## config.mk

```make
export PLATFORM = sky130hd
export DESIGN_NAME = mic_irq_ctrl
export DESIGN_NICKNAME = d
export VERILOG_FILES = /design/src/rtl/mic_pkg.sv /design/src/rtl/mic_irq_ctrl.sv /design/src/rtl/mic_sticky_flags.sv /design/src/rtl/mic_prio_pick.sv
export SDC_FILE = /design/constraint.sdc
export NUM_CORES = 1
export LEC_CHECK = 0
export BUFFER_PORTS_ARGS = -buffer_cell sky130_fd_sc_hd__buf_4
export CORE_MARGIN = 4
export CORE_UTILIZATION = 37
export CTS_BUF_LIST = sky130_fd_sc_hd__clkbuf_4 sky130_fd_sc_hd__clkbuf_8
export DETAILED_ROUTE_END_ITERATION = 10
export PLACE_DENSITY_LB_ADDON = 0.3
export SLEW_MARGIN = 25
export SYNTH_ARGS = -nofsm -noshare
export SYNTH_HDL_FRONTEND = slang
export SYNTH_SLANG_ARGS = --single-unit
```

## constraint.sdc

```tcl
create_clock -name aclk -period 1.8 [get_ports aclk]
set_clock_uncertainty 0.2 [all_clocks]
set_input_delay 0.36 -clock aclk [delete_from_list [all_inputs] [get_ports aclk]]
set_output_delay 0.36 -clock aclk [all_outputs]
set_load 0.01 [all_outputs]
```

## src/rtl/mic_pkg.sv

```systemverilog
package mic_pkg;
   // ****************************************
   // widths and counts
   // ****************************************
   localparam int PC_W = 13;
   localparam int ADDR_W = 8;
   localparam int NSRC = 7;
   localparam int NGRP = 3;

   // ****************************************
   // register offsets and reset value
   // ****************************************
   localparam logic [ADDR_W-1:0] ADDR_LVST = 8'h00;
   localparam logic [ADDR_W-1:0] ADDR_PTIM = 8'h04;
   localparam logic [ADDR_W-1:0] ADDR_GCTL = 8'h08;
   localparam logic [ADDR_W-1:0] ADDR_STAT = 8'h0c;
   localparam logic [7:0] REG_RESET = 8'h00;

   // ****************************************
   // source indices
   // ****************************************
   localparam int SRC_STM_P = 0;
   localparam int SRC_STM_A = 1;
   localparam int SRC_PTM0_P = 2;
   localparam int SRC_PTM0_A = 3;
   localparam int SRC_PTM1_P = 4;
   localparam int SRC_PTM1_A = 5;
   localparam int SRC_LVD = 6;

   // ****************************************
   // field positions
   // ****************************************
   localparam int LV_FLAG_BIT = 7;
   localparam int LV_EN_BIT = 3;
   localparam int STA_FLAG_BIT = 5;
   localparam int STA_EN_BIT = 1;
   localparam int STP_FLAG_BIT = 4;
   localparam int STP_EN_BIT = 0;
   localparam int PT_FLAG_LSB = 4;
   localparam int PT_EN_LSB = 0;
   localparam int GCTL_GIE_BIT = 0;
   localparam int GCTL_GFLAG_LSB = 1;
   localparam int GCTL_GEN_LSB = 4;
   localparam int STAT_FULL_BIT = 0;
   localparam int STAT_SLEEP_BIT = 1;

   // ****************************************
   // groups, vectors, responses
   // ****************************************
   localparam logic [NGRP-1:0][NSRC-1:0] GRP_MASK = {7'h70, 7'h0c, 7'h03};
   localparam logic [NGRP-1:0][PC_W-1:0] GRP_VEC = {13'h001c, 13'h0018, 13'h0014};
   localparam logic [1:0] RESP_OKAY = 2'h0;
   localparam logic [1:0] RESP_SLVERR = 2'h2;
endpackage

```

## src/rtl/mic_irq_ctrl.sv

```systemverilog
// Functional notes
// - low-voltage flag bit 7, enable bit 3
// - timer compare A flag bit 5, enable 1
// - timer compare P flag bit 4, enable 0
// - source event always sets its flag
// - flag causes jump only when enabled
// - global enable low blocks all interrupts
// - push next address, load vector, fetch
// - return pops saved address into counter
// - timer and low-voltage sources share group vectors
// - taking an interrupt clears global enable
// - requests during service still set flags
// - stack full blocks acknowledging requests
// - simultaneous requests served by fixed priority
// - any flag newly set by a source event wakes device
// - enabled member request sets group flag
// - service clears group flag and global enable
module mic_irq_ctrl
(
   input wire logic aclk,
   input wire logic aresetn,
   input wire logic [mic_pkg::ADDR_W-1:0] s_axi_awaddr,
   input wire logic s_axi_awvalid,
   output logic s_axi_awready,
   input wire logic [31:0] s_axi_wdata,
   input wire logic [3:0] s_axi_wstrb,
   input wire logic s_axi_wvalid,
   output logic s_axi_wready,
   output logic [1:0] s_axi_bresp,
   output logic s_axi_bvalid,
   input wire logic s_axi_bready,
   input wire logic [mic_pkg::ADDR_W-1:0] s_axi_araddr,
   input wire logic s_axi_arvalid,
   output logic s_axi_arready,
   output logic [31:0] s_axi_rdata,
   output logic [1:0] s_axi_rresp,
   output logic s_axi_rvalid,
   input wire logic s_axi_rready,
   input wire logic std_timer_cmp_p_event,
   input wire logic std_timer_cmp_a_event,
   input wire logic periodic_timer0_cmp_p_event,
   input wire logic periodic_timer0_cmp_a_event,
   input wire logic periodic_timer1_cmp_p_event,
   input wire logic periodic_timer1_cmp_a_event,
   input wire logic low_voltage_event,
   input wire logic [mic_pkg::PC_W-1:0] next_pc,
   input wire logic stack_full,
   input wire logic return_from_interrupt,
   input wire logic sleep_request,
   output logic irq_take,
   output logic [mic_pkg::PC_W-1:0] saved_pc,
   output logic [mic_pkg::PC_W-1:0] vector_pc,
   output logic stack_pop,
   output logic asleep,
   output logic wake
);
   import mic_pkg::*;

   // ****************************************
   // state
   // ****************************************
   typedef struct packed {
      logic global_irq_enable;
      logic [NGRP-1:0] gen;
      logic [NSRC-1:0] me;
      logic asleep;
      logic wake;
      logic irq_take;
      logic [PC_W-1:0] saved_pc;
      logic [PC_W-1:0] vector_pc;
      logic stack_pop;
      logic awf;
      logic [ADDR_W-1:0] awaddr;
      logic wf;
      logic [7:0] wdata;
      logic wstb;
      logic awready;
      logic wready;
      logic bvalid;
      logic [1:0] bresp;
      logic arready;
      logic rvalid;
      logic [31:0] rdata;
      logic [1:0] rresp;
   } mic_state_t;

   mic_state_t s;
   mic_state_t next_s;

   logic [NSRC-1:0] ev;
   logic [NSRC-1:0] mf;
   logic [NSRC-1:0] mf_new;
   logic [NSRC-1:0] mf_wen;
   logic [NSRC-1:0] mf_wval;
   logic [NGRP-1:0] gflag;
   logic [NGRP-1:0] g_set;
   logic [NGRP-1:0] g_wen;
   logic [NGRP-1:0] g_wval;
   logic [NGRP-1:0] g_req;
   logic [NGRP-1:0] g_grant;
   logic g_any;
   logic take;
   logic wr_go;
   logic wr_lvst;
   logic wr_ptim;
   logic wr_gctl;
   logic [PC_W-1:0] vec_sel;

   assign ev = {low_voltage_event, periodic_timer1_cmp_a_event, periodic_timer1_cmp_p_event,
                periodic_timer0_cmp_a_event, periodic_timer0_cmp_p_event,
                std_timer_cmp_a_event, std_timer_cmp_p_event};

   // ****************************************
   // write decode
   // ****************************************
   assign wr_go = s.awf & s.wf & ~s.bvalid;
   assign wr_lvst = wr_go & s.wstb & (s.awaddr == ADDR_LVST);
   assign wr_ptim = wr_go & s.wstb & (s.awaddr == ADDR_PTIM);
   assign wr_gctl = wr_go & s.wstb & (s.awaddr == ADDR_GCTL);

   // ****************************************
   // flags
   // ****************************************
   always_comb begin
      mf_wen = '0;
      mf_wval = '0;
      if (wr_lvst) begin
         mf_wen[SRC_LVD] = 1'b1;
         mf_wen[SRC_STM_A] = 1'b1;
         mf_wen[SRC_STM_P] = 1'b1;
         mf_wval[SRC_LVD] = s.wdata[LV_FLAG_BIT];
         mf_wval[SRC_STM_A] = s.wdata[STA_FLAG_BIT];
         mf_wval[SRC_STM_P] = s.wdata[STP_FLAG_BIT];
      end
      if (wr_ptim) begin
         mf_wen[SRC_PTM1_A:SRC_PTM0_P] = 4'hf;
         mf_wval[SRC_PTM1_A:SRC_PTM0_P] = s.wdata[PT_FLAG_LSB +: 4];
      end
   end

   mic_sticky_flags #(.WIDTH(NSRC)) u_member_flags (
      .aclk(aclk),
      .aresetn(aresetn),
      .set(ev),
      .wr_en(mf_wen),
      .wr_val(mf_wval),
      .q(mf)
   );

   assign mf_new = ev & ~mf;

   always_comb begin
      for (int k = 0; k < NGRP; k++) begin
         g_set[k] = |(ev & s.me & GRP_MASK[k]);
      end
   end

   assign g_wen = (wr_gctl ? {NGRP{1'b1}} : '0) | (take ? g_grant : '0);
   assign g_wval = (wr_gctl ? s.wdata[GCTL_GFLAG_LSB +: NGRP] : '0) & ~(take ? g_grant : '0);

   mic_sticky_flags #(.WIDTH(NGRP)) u_group_flags (
      .aclk(aclk),
      .aresetn(aresetn),
      .set(g_set),
      .wr_en(g_wen),
      .wr_val(g_wval),
      .q(gflag)
   );

   // ****************************************
   // arbitration
   // ****************************************
   // only enabled groups request
   assign g_req = gflag & s.gen;

   mic_prio_pick #(.WIDTH(NGRP)) u_pick (
      .req(g_req),
      .grant(g_grant),
      .any(g_any)
   );

   // global gate and stack full gate
   assign take = s.global_irq_enable & ~stack_full & g_any;

   always_comb begin
      vec_sel = '0;
      for (int k = 0; k < NGRP; k++) begin
         if (g_grant[k]) begin
            vec_sel = GRP_VEC[k];
         end
      end
   end

   // ****************************************
   // next state
   // ****************************************
   always_comb begin
      logic [7:0] rd;
      logic hit;
      rd = REG_RESET;
      hit = 1'b1;
      next_s = s;
      next_s.wake = 1'b0;
      next_s.irq_take = 1'b0;
      next_s.stack_pop = return_from_interrupt;
      if (s_axi_awvalid && s.awready) begin
         next_s.awf = 1'b1;
         next_s.awaddr = s_axi_awaddr;
      end
      if (s_axi_wvalid && s.wready) begin
         next_s.wf = 1'b1;
         next_s.wdata = s_axi_wdata[7:0];
         next_s.wstb = s_axi_wstrb[0];
      end
      if (s.bvalid && s_axi_bready) begin
         next_s.bvalid = 1'b0;
      end
      if (wr_go) begin
         next_s.awf = 1'b0;
         next_s.wf = 1'b0;
         next_s.bvalid = 1'b1;
         case (s.awaddr)
            ADDR_LVST, ADDR_PTIM, ADDR_GCTL, ADDR_STAT: next_s.bresp = RESP_OKAY;
            default: next_s.bresp = RESP_SLVERR;
         endcase
      end
      if (wr_lvst) begin
         next_s.me[SRC_LVD] = s.wdata[LV_EN_BIT];
         next_s.me[SRC_STM_A] = s.wdata[STA_EN_BIT];
         next_s.me[SRC_STM_P] = s.wdata[STP_EN_BIT];
      end
      if (wr_ptim) begin
         next_s.me[SRC_PTM1_A:SRC_PTM0_P] = s.wdata[PT_EN_LSB +: 4];
      end
      if (wr_gctl) begin
         next_s.global_irq_enable = s.wdata[GCTL_GIE_BIT];
         next_s.gen = s.wdata[GCTL_GEN_LSB +: NGRP];
      end
      // push address and load vector, clear global enable
      if (take) begin
         next_s.global_irq_enable = 1'b0;
         next_s.irq_take = 1'b1;
         next_s.saved_pc = next_pc;
         next_s.vector_pc = vec_sel;
      end
      if (sleep_request) begin
         next_s.asleep = 1'b1;
      end
      if (s.asleep && ((|mf_new) || (|(g_set & ~gflag)))) begin
         next_s.asleep = 1'b0;
         next_s.wake = 1'b1;
      end
      if (s.rvalid && s_axi_rready) begin
         next_s.rvalid = 1'b0;
      end
      if (s_axi_arvalid && s.arready) begin
         case (s_axi_araddr)
            ADDR_LVST: begin
               rd[LV_FLAG_BIT] = mf[SRC_LVD];
               rd[STA_FLAG_BIT] = mf[SRC_STM_A];
               rd[STP_FLAG_BIT] = mf[SRC_STM_P];
               rd[LV_EN_BIT] = s.me[SRC_LVD];
               rd[STA_EN_BIT] = s.me[SRC_STM_A];
               rd[STP_EN_BIT] = s.me[SRC_STM_P];
            end
            ADDR_PTIM: begin
               rd[PT_FLAG_LSB +: 4] = mf[SRC_PTM1_A:SRC_PTM0_P];
               rd[PT_EN_LSB +: 4] = s.me[SRC_PTM1_A:SRC_PTM0_P];
            end
            ADDR_GCTL: begin
               rd[GCTL_GIE_BIT] = s.global_irq_enable;
               rd[GCTL_GFLAG_LSB +: NGRP] = gflag;
               rd[GCTL_GEN_LSB +: NGRP] = s.gen;
            end
            ADDR_STAT: begin
               rd[STAT_FULL_BIT] = stack_full;
               rd[STAT_SLEEP_BIT] = s.asleep;
            end
            default: hit = 1'b0;
         endcase
         next_s.rvalid = 1'b1;
         next_s.rdata = {24'h000000, rd};
         next_s.rresp = hit ? RESP_OKAY : RESP_SLVERR;
      end
      next_s.awready = ~next_s.awf & ~next_s.bvalid;
      next_s.wready = ~next_s.wf & ~next_s.bvalid;
      next_s.arready = ~next_s.rvalid;
   end

   always_ff @(posedge aclk) begin
      if (!aresetn) begin
         s <= '0;
      end else begin
         s <= next_s;
      end
   end

   // ****************************************
   // outputs
   // ****************************************
   assign s_axi_awready = s.awready;
   assign s_axi_wready = s.wready;
   assign s_axi_bvalid = s.bvalid;
   assign s_axi_bresp = s.bresp;
   assign s_axi_arready = s.arready;
   assign s_axi_rvalid = s.rvalid;
   assign s_axi_rdata = s.rdata;
   assign s_axi_rresp = s.rresp;
   assign irq_take = s.irq_take;
   assign saved_pc = s.saved_pc;
   assign vector_pc = s.vector_pc;
   assign stack_pop = s.stack_pop;
   assign asleep = s.asleep;
   assign wake = s.wake;
endmodule

```

## src/rtl/mic_sticky_flags.sv

```systemverilog
module mic_sticky_flags #(
   parameter int WIDTH = 7
) (
   input wire logic aclk,
   input wire logic aresetn,
   input wire logic [WIDTH-1:0] set,
   input wire logic [WIDTH-1:0] wr_en,
   input wire logic [WIDTH-1:0] wr_val,
   output logic [WIDTH-1:0] q
);
   typedef struct packed {
      logic [WIDTH-1:0] flags;
   } mic_flag_state_t;

   mic_flag_state_t s;
   mic_flag_state_t next_s;

   // set wins over a clear in the same cycle
   always_comb begin
      next_s.flags = set | ((wr_en & wr_val) | (~wr_en & s.flags));
   end

   always_ff @(posedge aclk) begin
      if (!aresetn) begin
         s <= '0;
      end else begin
         s <= next_s;
      end
   end

   assign q = s.flags;
endmodule

```

## src/rtl/mic_prio_pick.sv

```systemverilog
module mic_prio_pick #(
   parameter int WIDTH = 3
) (
   input wire logic [WIDTH-1:0] req,
   output logic [WIDTH-1:0] grant,
   output logic any
);
   // lowest index has the highest priority
   always_comb begin
      grant = '0;
      for (int i = WIDTH - 1; i >= 0; i--) begin
         if (req[i]) begin
            grant = '0;
            grant[i] = 1'b1;
         end
      end
      any = |req;
   end
endmodule

```

==> results of run 1 <==
==> layer usage <==
layer / vias to the layer above / part of all wire / global-route usage / wire length, µm
li1: 1389 / - / - / -
met1: 1263 / 0.44 / 0.1800 / 3554
met2: 109 / 0.47 / 0.2300 / 3784
met3: 12 / 0.079 / 0.02694 / 638
met4: 0 / 0.015 / 0.06748 / 122
met5: - / 0 / 0 / 0
==> cells in the final DEF, fill, tap and decap left out, drive strengths merged, types with 2 or more instances in the layout <==
| cell | instances |
|---|---|
| buf | 104 |
| dfxtp | 75 |
| nand2 | 48 |
| nor2 | 44 |
| conb | 36 |
| mux2i | 28 |
| a21oi | 22 |
| nor3 | 11 |
| clkbuf | 10 |
| a22oi | 9 |
| a211oi | 8 |
| inv | 8 |
| nand2b | 7 |
| nand4 | 6 |
| and2 | 4 |
| nor2b | 4 |
| nand3 | 4 |
| and3b | 4 |
| o22ai | 3 |
| o221ai | 3 |
| o2bb2ai | 3 |
| clkinvlp | 3 |
| bufinv | 3 |
| or4 | 2 |
| o31a | 2 |
| mux4 | 2 |
| nor4 | 2 |
| a31oi | 2 |
==> what timing repair did <==
action,CTS,global route
resized for setup,0,3
setup endpoints to repair,0,9
setup buffers,0,2
==> power breakdown <==
group	total [mW]	internal, mW	switching, mW	leakage, nW
registers	1.75	1.71	0.0397	0.610
clock network	1.59	0.958	0.633	0.115
logic	0.347	0.166	0.181	1.14
total	3.68	2.83	0.854	1.86
==> flip-flops by register name, indices dropped and copies added, names as in the netlist, 3 cells and up <==
signal and cells:
s 30, s_axi_rdata 8, saved_pc 13, u_group_flags.q 3, u_member_flags.q 7, vector_pc 3
==> critical path, delay by kind of cell (launching register included) <==
family                 cells  cell delay (ps)
AOI/OAI and AO/OA          1               90
buffers and inverters      1              180
DFF                        1              340
and+or+nand+nor            3              880
==> cells by family (layout without fill, tap and decap cells) <==
family,after synthesis,in the layout,share of synthesized area
simple gates,142,142,0.2004
buf+inv,87,128,0.1644
flops,75,75,0.4278
compound gates,58,58,0.1137
mux,30,30,0.09269
other cells,1,36,0.001068
==> cell type report <==
| class | count | share of cell area |
|---|---|---|
| Multi-Input combinational cell | 266 | 0.3641 |
| Timing Repair Buffer | 104 | 0.1850 |
| Sequential cell | 75 | 0.3484 |
| Clock inverter | 6 | 0.02613 |
| Clock buffer | 10 | 0.03194 |
| Tap cell | 129 | 0.03746 |
| Inverter | 8 | 0.006969 |
==> per-stage QoR <==
stage | total power, mW | hold slack (ps) | std cells | TNS, ps
floorplan | 2.012 | 213.4 | 428 | 0
global placement | 2.113 | 235.6 | 580 | -30.47
detailed placement | 2.121 | 247.3 | 580 | -74.46
CTS | 3.721 | 10.36 | 596 | 0
global route | 3.823 | 29.15 | 598 | -32.54
finish | 3.684 | 25.19 | 598 | 0
==> worst min-delay path by stage <==
stage	end	depth (start not counted)	start
after floorplan	s_axi_wready$_SDFF_PN0_	1	s[50]$_SDFF_PN0_
after CTS	stack_pop$_SDFF_PN0_	2	return_from_interrupt
final	stack_pop$_SDFF_PN0_	2	return_from_interrupt
after global placement	s_axi_wready$_SDFF_PN0_	1	s[50]$_SDFF_PN0_
after detailed placement	s_axi_wready$_SDFF_PN0_	1	s[50]$_SDFF_PN0_
after global routing	stack_pop$_SDFF_PN0_	2	return_from_interrupt
==> summary.txt, run 1 <==
Synthesis
  • Top-count cell post-synth: sky130_fd_sc_hd__dfxtp_1
  • Cell count after synthesis: 393
  • Dominant cell type by area after synthesis: sky130_fd_sc_hd__dfxtp_1
  • Post-synthesis average cell area: slightly below 9 µm²
  • Count of synthesis-stage warnings from yosys: 0
  • Post-synth ARST share: 0
  • Total of flip-flops plus latches after synthesis: 75
  • Most instantiated flip-flop cell in the synthesis netlist: sky130_fd_sc_hd__dfxtp_1
  • Area share of the leading cell type in the synthesized netlist: 0.4278
  • Yosys cell types: 45
  • Post-synth design cell area: 0.003510 mm²
  • Proportion of synthesized chip area in sequential cells: 0.4278
  • Number of flops mapped to enable cells by yosys: 0
  • Top cells by count, synth: 75 x sky130_fd_sc_hd__dfxtp_1, 62 x sky130_fd_sc_hd__buf_4, 48 x sky130_fd_sc_hd__nand2_1
  • Synth top area cells: sky130_fd_sc_hd__dfxtp_1 43%, sky130_fd_sc_hd__buf_4 13%, sky130_fd_sc_hd__mux2i_1 8.0%, sky130_fd_sc_hd__nand2_1 5.1%, sky130_fd_sc_hd__nor2_1 4.7%

Global route
  • Vias in the first global route: 2695
  • Pin count of the biggest net entering global routing: 23
  • Initial antenna violation count: 0
  • All-layer global routing usage: 0.1415
  • First-pass GRT wire length: 12.74 mm
  • Grt total ovfl: 0

Clock network
  • Clock Tree Root: sky130_fd_sc_hd__clkbuf_8
  • Number of buffers between clock root and the deepest sink: 2
  • CTS hold repair buffers: 0
  • Total CTS buffers: 9
  • # H-tree levels: 3
  • Worst-path clk slew: 80 ps
  • Sink Count: 75
  • Worst-Skew Late Latency: 340 ps
  • Clock tree from TritonCTS: done

Drt
  • Remaining antenna violation count: 0
  • Number of vias per cell after detailed routing: 4.637
  • Remaining design rule violation count: 0
  • First-pass detailed-route iteration total: 4
  • Vias after detailed routing: 2773
  • Routed WL per cell: 13.54 µm
  • Total wirelength of the detailed-routed design: 8.098 mm
  • Detailed router's first-iteration violation count: ~120

Setup path
  • Worst setup path class: reg2reg
  • Slowest cell delay on critical path: 420 ps
  • Peak fanout along the critical path: 4
  • Worst r2r src: s[56]$_SDFFE_PN0P_
  • Origin of the worst setup path: s[56]$_SDFFE_PN0P_
  • Nature of the critical path startpoint: flip-flop
  • Worst R2R Setup Slack: around 26 ps
  • Critical Path, Cell by Cell: nor4_4, buf_4, nand4_4, or3b_1, o211ai_2
  • Arr. time, crit path: approximately 1800 ps
  • Path depth of the worst reg2reg path: 5
  • Capturing point of the worst reg2reg path: u_group_flags.q[1]$_SDFF_PN0_
  • Required time at the endpoint of the critical path: 1870 ps
  • Setup crit end: u_group_flags.q[1]$_SDFF_PN0_
  • Slowest library cell on the worst path: sky130_fd_sc_hd__or3b_1
  • Category of the worst setup path capture point: flip-flop

Finish
  • Area occupied by multi-input gates: 0.001569 mm²
  • FF+latch area: 0.001501 mm²
  • Count of inserted antenna diode cells: 0
  • Post-layout net count: 546
  • Area added between synthesis and finish: 22.78%
  • Final Util: 0.4664
  • Final standard cell area without fillers: approximately 0.0043 mm²
  • Filler cell count in the final layout: 896
  • Layout cells sized above 1: 0.2814

Placement
  • Number of input and output port buffers inserted: 89
  • Post-detail-place hpwl: 6.064 mm
  • Worst setup timing slack at the placement stage: -35.88 ps
  • Dpl cell area: 0.004034 mm²
  • Final weighted congestion in routability-driven placement: 0.8049

Job
  • Max-cap violation count: 0

Die
  • Area of the die: 0.01111 mm²
  • Core Rows: 35
  • Placeable core area: 0.009240 mm²
  • Initial core utilization: 0.3798
  • Die outline width: 105.4 µm
  • Floorplan die height: 105.4 µm
  • Top-level I/O count: 153

Status
  • Status: finished clean

Timing
  • Final Critical Period: 1774 ps
  • Worst-case setup margin in the final layout: 25.67 ps
  • Total count of hold-check failures in the final report: 0
  • Number of pins with negative max-slew slack in the final report: 0
  • FMAX: 0.5636 GHz
  • # setup viols final: 0
  • Fin crit share: 0.9857

Power and ir drop
  • Leakage power total: about 1.9 nW
  • Peak VDD IR: 0.3587 mV
  • Total power per unit cell area: 854.8 mW/mm²

Worst hold path
  • Worst min path class: in2reg
Note: power is estimated with default switching activity, not from simulation.
==> inputs of run 2 (changes only) <==
- BUFFER_PORTS_ARGS: -buffer_cell sky130_fd_sc_hd__buf_4 -> unset
- CTS_CLUSTER_SIZE: unset -> 24
- DONT_BUFFER_PORTS: unset -> 1
==> summary.txt, run 2 (synthesized netlist as in run 1, its figures left out) <==
Clock network
  • # H-tree levels: 3 (unchanged)
  • Worst-Skew Late Latency: 350 ps (about the same)
  • Clock tree from TritonCTS: done
  • Clock Tree Root: sky130_fd_sc_hd__clkbuf_8
  • Worst-path clk slew: 80 ps (about the same)
  • Sink Count: 75 (unchanged)
  • Total CTS buffers: 9 (unchanged)
  • Number of buffers between clock root and the deepest sink: 2 (unchanged)

Setup path
  • Capturing point of the worst reg2reg path: wake$_SDFF_PN0_
  • Category of the worst setup path capture point: flip-flop
  • CP bufs+invs: 0 (-1)
  • Peak fanout along the critical path: 3 (-1)
  • Critical Path, Cell by Cell: a22oi_1, o22ai_1, or4_1, o21ba_2
  • Logic depth of the worst setup path including buffers: 4 (-1)
  • Required time at the endpoint of the critical path: 1850 ps (-20 ps)
  • Path depth of the worst reg2reg path: 4 (-1)
  • Worst setup path class: reg2reg
  • Slowest library cell on the worst path: sky130_fd_sc_hd__or4_1
  • Worst R2R Setup Slack: 130 ps (+100 ps)
  • Slowest cell delay on critical path: 440 ps (+20 ps)
  • Nature of the critical path startpoint: flip-flop
  • Arr. time, crit path: 1720 ps (-120 ps)
  • CP delay by family, top: compound AO/OA/AOI/OAI gates
  • Worst r2r src: s[93]$_SDFFE_PN0P_
  • Origin of the worst setup path: s[93]$_SDFFE_PN0P_
  • Setup crit end: wake$_SDFF_PN0_

Finish
  • Number of flip-flops in the largest register: 30 (unchanged)
  • Most common cell after layout, fill and taps aside: sky130_fd_sc_hd__dfxtp_1
  • Post-layout net count: 493 (-9.7%)
  • Final Util: 0.4322 (-0.03412)
  • Count of inserted antenna diode cells: 0 (unchanged)
  • Area added between synthesis and finish: 13.80%
  • Final standard cell area without fillers: 0.003994 mm² (-7.3%)
  • Layout cells sized above 1: 0.09856 (-0.1829)
  • Highest-count cells in the layout ignoring fill and taps: 75 x sky130_fd_sc_hd__dfxtp_1, 48 x sky130_fd_sc_hd__nand2_1, 44 x sky130_fd_sc_hd__nor2_1
  • Most flops, register: s

Placement
  • Number of input and output port buffers inserted: 0 (-100%)
  • Post-detail-place hpwl: 5.730 mm (-5.5%)
  • Dpl cell area: 0.003363 mm² (-17%)
  • Final weighted congestion in routability-driven placement: 0.7725 (-4.0%)

Timing
  • Final Critical Period: 1670 ps (-104.0 ps)
  • Number of pins with negative max-slew slack in the final report: 0 (unchanged)
  • # setup viols final: 0 (unchanged)
  • Unrepaired setup endpoints after global routing: no
  • Worst max-slew margin expressed relative to the limit: 0.6356
  • Aggregate negative setup slack: 0 ps (unchanged)
  • Total count of hold-check failures in the final report: 0 (unchanged)
  • Fin crit share: 0.9280 (-0.05777)
  • Least-Margin Pin Slew: 544.8 ps
  • FMAX: 0.5987 GHz (+6.2%)

Drt
  • First-pass detailed-route iteration total: 4 (unchanged)
  • Detailed router's first-iteration violation count: 118 (-0.84%)
  • Remaining design rule violation count: 0 (unchanged)
  • Routed WL per cell: 15.22 µm (+12%)
  • Vias after detailed routing: 2617 (-5.6%)
  • Remaining antenna violation count: 0 (unchanged)
  • Number of vias per cell after detailed routing: 4.802 (+3.6%)
  • Total wirelength of the detailed-routed design: 8.297 mm (+2.5%)

Job
  • Max-cap violation count: 0 (unchanged)

Global route
  • Pin count of the biggest net entering global routing: 35 (+52%)
  • First-pass GRT wire length: 13.12 mm (+3.0%)
  • Initial antenna violation count: 0 (unchanged)
  • Vias in the first global route: 2548 (-5.5%)
  • Grt total ovfl: 0 (unchanged)
  • All-layer global routing usage: 0.1477 (+0.006211)

Status
  • Status: finished clean

Power and ir drop
  • Peak VDD IR: 0.5182 mV (+44%)
  • Total power per unit cell area: 877.9 mW/mm² (+2.7%)
  • Leakage power total: 1.565 nW (-16%)

Die
  • Top-level I/O count: 153 (unchanged)
  • Die outline width: 105.4 µm (unchanged)
  • Area of the die: 0.01111 mm² (unchanged)
  • Initial core utilization: 0.3798 (unchanged)
  • Placeable core area: 0.009240 mm² (unchanged)
  • Core Rows: 35 (unchanged)
  • Floorplan die height: 105.4 µm (unchanged)

Worst hold path
  • Worst min path class: in2reg
  • Number of cells on the worst hold path: 2 (unchanged)
-- run 2: cell count changes in the layout (fill, tap and decap cells not counted), sizes merged --
cell | previous run | this run
clkinv | 0 | 2
dlygate4sd3 | 0 | 38
buf | 104 | 12
and4 | 1 | 2
clkinvlp | 3 | 2
bufinv | 3 | 2
-- run 2: what timing repair did --
action	4_1_cts	5_1_grt
hold endpoints to repair	44	0
setup endpoints to repair	1	9
gates resized for setup	0	2
pin swaps	1	2
cloned	0	1
hold buffers	38	0
buffers inserted	0	1
-- run 2: worst min-delay path by stage --
stage | start | endpoint | slack [ps]
5_1_grt | periodic_timer1_cmp_a_event | u_member_flags.q[5]$_SDFF_PN0_ | 6
2_1_floorplan | s[50]$_SDFF_PN0_ | s_axi_wready$_SDFF_PN0_ | 210
3_3_place_gp | s[50]$_SDFF_PN0_ | s_axi_wready$_SDFF_PN0_ | 230
6_report | periodic_timer1_cmp_a_event | u_member_flags.q[5]$_SDFF_PN0_ | 10
3_5_place_dp | s[50]$_SDFF_PN0_ | s_axi_wready$_SDFF_PN0_ | 240
4_1_cts | std_timer_cmp_a_event | u_member_flags.q[1]$_SDFF_PN0_ | 3
-- run 2: cell type report --
| type | instances | area [µm²] |
|---|---|---|
| Multi-Input combinational cell | 267 | 1579 |
| Clock buffer | 10 | 137.6 |
| Fill cell | 892 | 5246 |
| Clock inverter | 6 | 88.84 |
| Sequential cell | 75 | 1501 |
| Tap cell | 129 | 161.4 |
| Timing Repair Buffer | 50 | 495.5 |
| Inverter | 8 | 30.03 |
-- run 2: worst reg2reg max path, cell delays in order, from the launching register on --
cell                      delay [ps]
sky130_fd_sc_hd__dfxtp_1         340
sky130_fd_sc_hd__a22oi_1         240
sky130_fd_sc_hd__o22ai_1         120
sky130_fd_sc_hd__or4_1           440
sky130_fd_sc_hd__o21ba_2         230
-- run 2: per-layer routing --
metal	share of wire	vias to the layer above	GRT usage
met5	0	-	0
met4	0.012	0	0.05342
met3	0.083	8	0.04532
met2	0.44	100	0.2254
met1	0.46	1221	0.1965
li1	-	1288	-
-- run 2: report_power, final --
part           internal (mW)  switching, mW
Clock                  0.818          0.652
Sequential              1.71         0.0471
Combinational          0.131          0.152
-- run 2: per-stage QoR --
step	hold WS, ps	setup WS, ps	power, mW	instances
after floorplan	213.4	100.1	2.012	428
after global placement	234.0	57.30	1.990	489
after detailed placement	239.5	20.88	1.994	489
after CTS	2.533	12.41	3.541	543
after global routing	5.732	0.8396	3.659	545
final	13.32	129.7	3.506	545
==> inputs of run 3 (changes only) <==
- ABC_AREA: unset -> 1
==> summary.txt, run 3 <==
Global route
  • Initial antenna violation count: 0 (unchanged)
  • Grt total ovfl: 0 (unchanged)
  • Vias in the first global route: 2729 (+7.1%)
  • All-layer global routing usage: 0.1477 (about the same)
  • First-pass GRT wire length: 13.30 mm (+1.4%)
  • Pin count of the biggest net entering global routing: 46 (+31%)

Drt
  • Total wirelength of the detailed-routed design: 8.483 mm (+2.2%)
  • Detailed router's first-iteration violation count: 136 (+15%)
  • Vias after detailed routing: 2918 (+12%)
  • Remaining design rule violation count: 0 (unchanged)
  • First-pass detailed-route iteration total: 4 (unchanged)
  • Remaining antenna violation count: 0 (unchanged)
  • Number of vias per cell after detailed routing: 4.559 (-5.0%)
  • Routed WL per cell: 13.25 µm (-13%)

Setup path
  • Category of the worst setup path capture point: flip-flop
  • Worst setup path class: reg2reg
  • Nature of the critical path startpoint: flip-flop
  • Arr. time, crit path: 1700 ps (-20 ps)
  • Peak fanout along the critical path: 11 (+8)
  • Required time at the endpoint of the critical path: 1860 ps (about the same)

Power and ir drop
  • Cell internal power dissipation: 2.498 mW (-5.9%)
  • Leakage power total: 1.737 nW (+11%)
  • Switching power share of the total: 0.2706 (+0.02779)
  • Clock power share: 0.388 (-0.031)
  • Switch Pwr: 0.9267 mW (+8.9%)
  • Total power per unit cell area: 865.1 mW/mm² (-1.5%)
  • Fraction of power consumed by sequential logic: 0.518 (+0.018)
  • Peak VDD IR: 0.3838 mV (-26%)
  • Combinational cell fraction of total power: 0.094 (+0.013)

Timing
  • Unrepaired setup endpoints after global routing: no
  • FMAX: 0.6065 GHz (+1.3%)
  • Total count of hold-check failures in the final report: 0 (unchanged)
  • Number of pins with negative max-slew slack in the final report: 0 (unchanged)
  • Final Critical Period: 1649 ps (-21.67 ps)
  • Aggregate negative setup slack: 0 ps (unchanged)
  • Fin crit share: 0.9159 (-0.01204)
  • # setup viols final: 0 (unchanged)
  • Worst hold slack after final layout: 10.19 ps (-3.130 ps)

Synthesis
  • Count of synthesis-stage warnings from yosys: 0 (unchanged)
  • Post-synthesis average cell area: 7.255 µm² (-19%)
  • Top-count cell post-synth: sky130_fd_sc_hd__nand2_1
  • Total of flip-flops plus latches after synthesis: 75 (unchanged)
  • Yosys cell types: 28 (-38%)
  • Dominant cell type by area after synthesis: sky130_fd_sc_hd__dfxtp_1
  • Top cells by count, synth: 102 x sky130_fd_sc_hd__nand2_1, 75 x sky130_fd_sc_hd__dfxtp_1, 64 x sky130_fd_sc_hd__buf_4
  • Cell count after synthesis: 496 (+26%)
  • Area share of the leading cell type in the synthesized netlist: 0.4172 (-0.01056)
  • Proportion of synthesized chip area in sequential cells: 0.4172 (-0.01056)
  • Post-synth design cell area: 0.003598 mm² (+2.5%)
  • Post-synth ARST share: 0 (unchanged)
  • Synth top area cells: sky130_fd_sc_hd__dfxtp_1 42%, sky130_fd_sc_hd__buf_4 13%, sky130_fd_sc_hd__nand2_1 11%, sky130_fd_sc_hd__nand3_1 6.4%, sky130_fd_sc_hd__inv_1 5.3%
  • Number of flops mapped to enable cells by yosys: 0 (unchanged)
  • Most instantiated flip-flop cell in the synthesis netlist: sky130_fd_sc_hd__dfxtp_1

Finish
  • Final standard cell count with taps included and fillers excluded: 640 (+17%)
  • Highest-count cells in the layout ignoring fill and taps: 101 x sky130_fd_sc_hd__nand2_1, 75 x sky130_fd_sc_hd__dfxtp_1, 51 x sky130_fd_sc_hd__inv_1
  • Final standard cell area without fillers: 0.003959 mm² (-0.88%)
  • Area added between synthesis and finish: 10.01%
  • Most common cell after layout, fill and taps aside: sky130_fd_sc_hd__nand2_1
  • Most flops, register: s
  • Layout cells sized above 1: 0.07828 (-0.02028)
  • Count of inserted antenna diode cells: 0 (unchanged)
  • Post-layout net count: 588 (+19%)
  • Number of flip-flops in the largest register: 30 (unchanged)

Clock network
  • Worst-path clk slew: 80 ps (about the same)
  • Total CTS buffers: 9 (unchanged)
  • # H-tree levels: 3 (unchanged)
  • Clock Tree Root: sky130_fd_sc_hd__clkbuf_8
  • Sink Count: 75 (unchanged)
  • Worst-Skew Late Latency: 350 ps (about the same)
  • Clock tree from TritonCTS: done
  • Post-CTS Repair Setup Buffers: 0 (unchanged)
  • Number of buffers between clock root and the deepest sink: 2 (unchanged)

Die
  • Placeable core area: 0.009371 mm² (+1.4%)
  • Die outline width: 106.6 µm (+1.2%)
  • Core Rows: 35 (unchanged)
  • Initial core utilization: 0.3840 (+0.004155)
  • Floorplan die height: 106.6 µm (+1.2%)
  • Area of the die: 0.01137 mm² (+2.3%)
  • Top-level I/O count: 153 (unchanged)

Placement
  • Total instance count after detailed placement: 587 (+20%)
  • Final weighted congestion in routability-driven placement: 0.7965 (+3.1%)
  • Post-detail-place hpwl: 6.016 mm (+5.0%)
  • Dpl cell area: 0.003376 mm² (+0.37%)
  • Number of input and output port buffers inserted: 0 (unchanged)

Status
  • Status: finished clean

Worst hold path
  • Worst min path class: in2reg

Job
  • Max-cap violation count: 0 (unchanged)
run 3: kinds of logic after synthesis:
family,after synthesis,synth area share
other,1,0.001042
buffers and inverters,130,0.2079
AO/OA/AOI/OAI,82,0.1193
AND/OR/NAND/NOR,208,0.2545
flip-flops,75,0.4172
run 3: power by group through the flow:
stage               sequential (mW)  clock, mW  combinational, mW
floorplan                      1.79          0              0.286
global placement               1.81          0              0.233
detailed placement             1.81          0              0.239
CTS                            1.77       1.38              0.322
global route                   1.78       1.44              0.368
finish                         1.77       1.33              0.322
run 3: worst max-delay path, stage by stage, from the launching register on:
cell and delay (ps):
sky130_fd_sc_hd__dfxtp_1 420, sky130_fd_sc_hd__nand2_2 150, sky130_fd_sc_hd__o21ai_0 180, sky130_fd_sc_hd__dlygate4sd3_1 570
sky130_fd_sc_hd__nor2_1 40
run 3: cell type report:
class	instances	area, µm²
clock buffers	9	123.9
clock inverters	7	76.32
fillers	987	5413
inverters	52	195.2
multi-input cells	326	1483
flip-flops and latches	75	1501
well taps	129	161.4
repair buffers	42	417.9
run 3: metal layers:
layer / global-route usage / part of all wire
met1: 0.1957 / 0.46
met2: 0.2338 / 0.46
met3: 0.03853 / 0.063
met4: 0.04932 / 0.012
met5: 0 / 0
run 3: final timing paths:
| path | from | end | slack, ps | depth (start not counted) |
|---|---|---|---|---|
| setup / recovery | s_axi_awready$_SDFF_PN0_ | s[56]$_SDFFE_PN0P_ | 150 | 4 |
| hold / removal | s_axi_awaddr[2] | s[53]$_SDFFE_PN0P_ | 10 | 2 |
| hold reg to reg | s[41]$_SDFFE_PN0P_ | s[41]$_SDFFE_PN0P_ | 270 | 2 |
| setup reg to reg | s_axi_awready$_SDFF_PN0_ | s[56]$_SDFFE_PN0P_ | 150 | 4 |
run 3: metrics by stage:
| stage | worst slack [ps] | power [mW] | util |
|---|---|---|---|
| detailed placement | 233.1 | 2.052 | 0.3602 |
| CTS | 97.39 | 3.478 | 0.4222 |
| finish | 151.3 | 3.425 | 0.4224 |
| global placement | 240.8 | 2.045 | 0.3602 |
| global route | 8.338 | 3.596 | 0.4224 |
| floorplan | 383.1 | 2.080 | - |
run 3: timing repair:
item	4_1_cts	5_1_grt
hold endpoints to repair	47	0
resized for setup	0	1
hold buffers	37	0
setup endpoints to repair	0	1
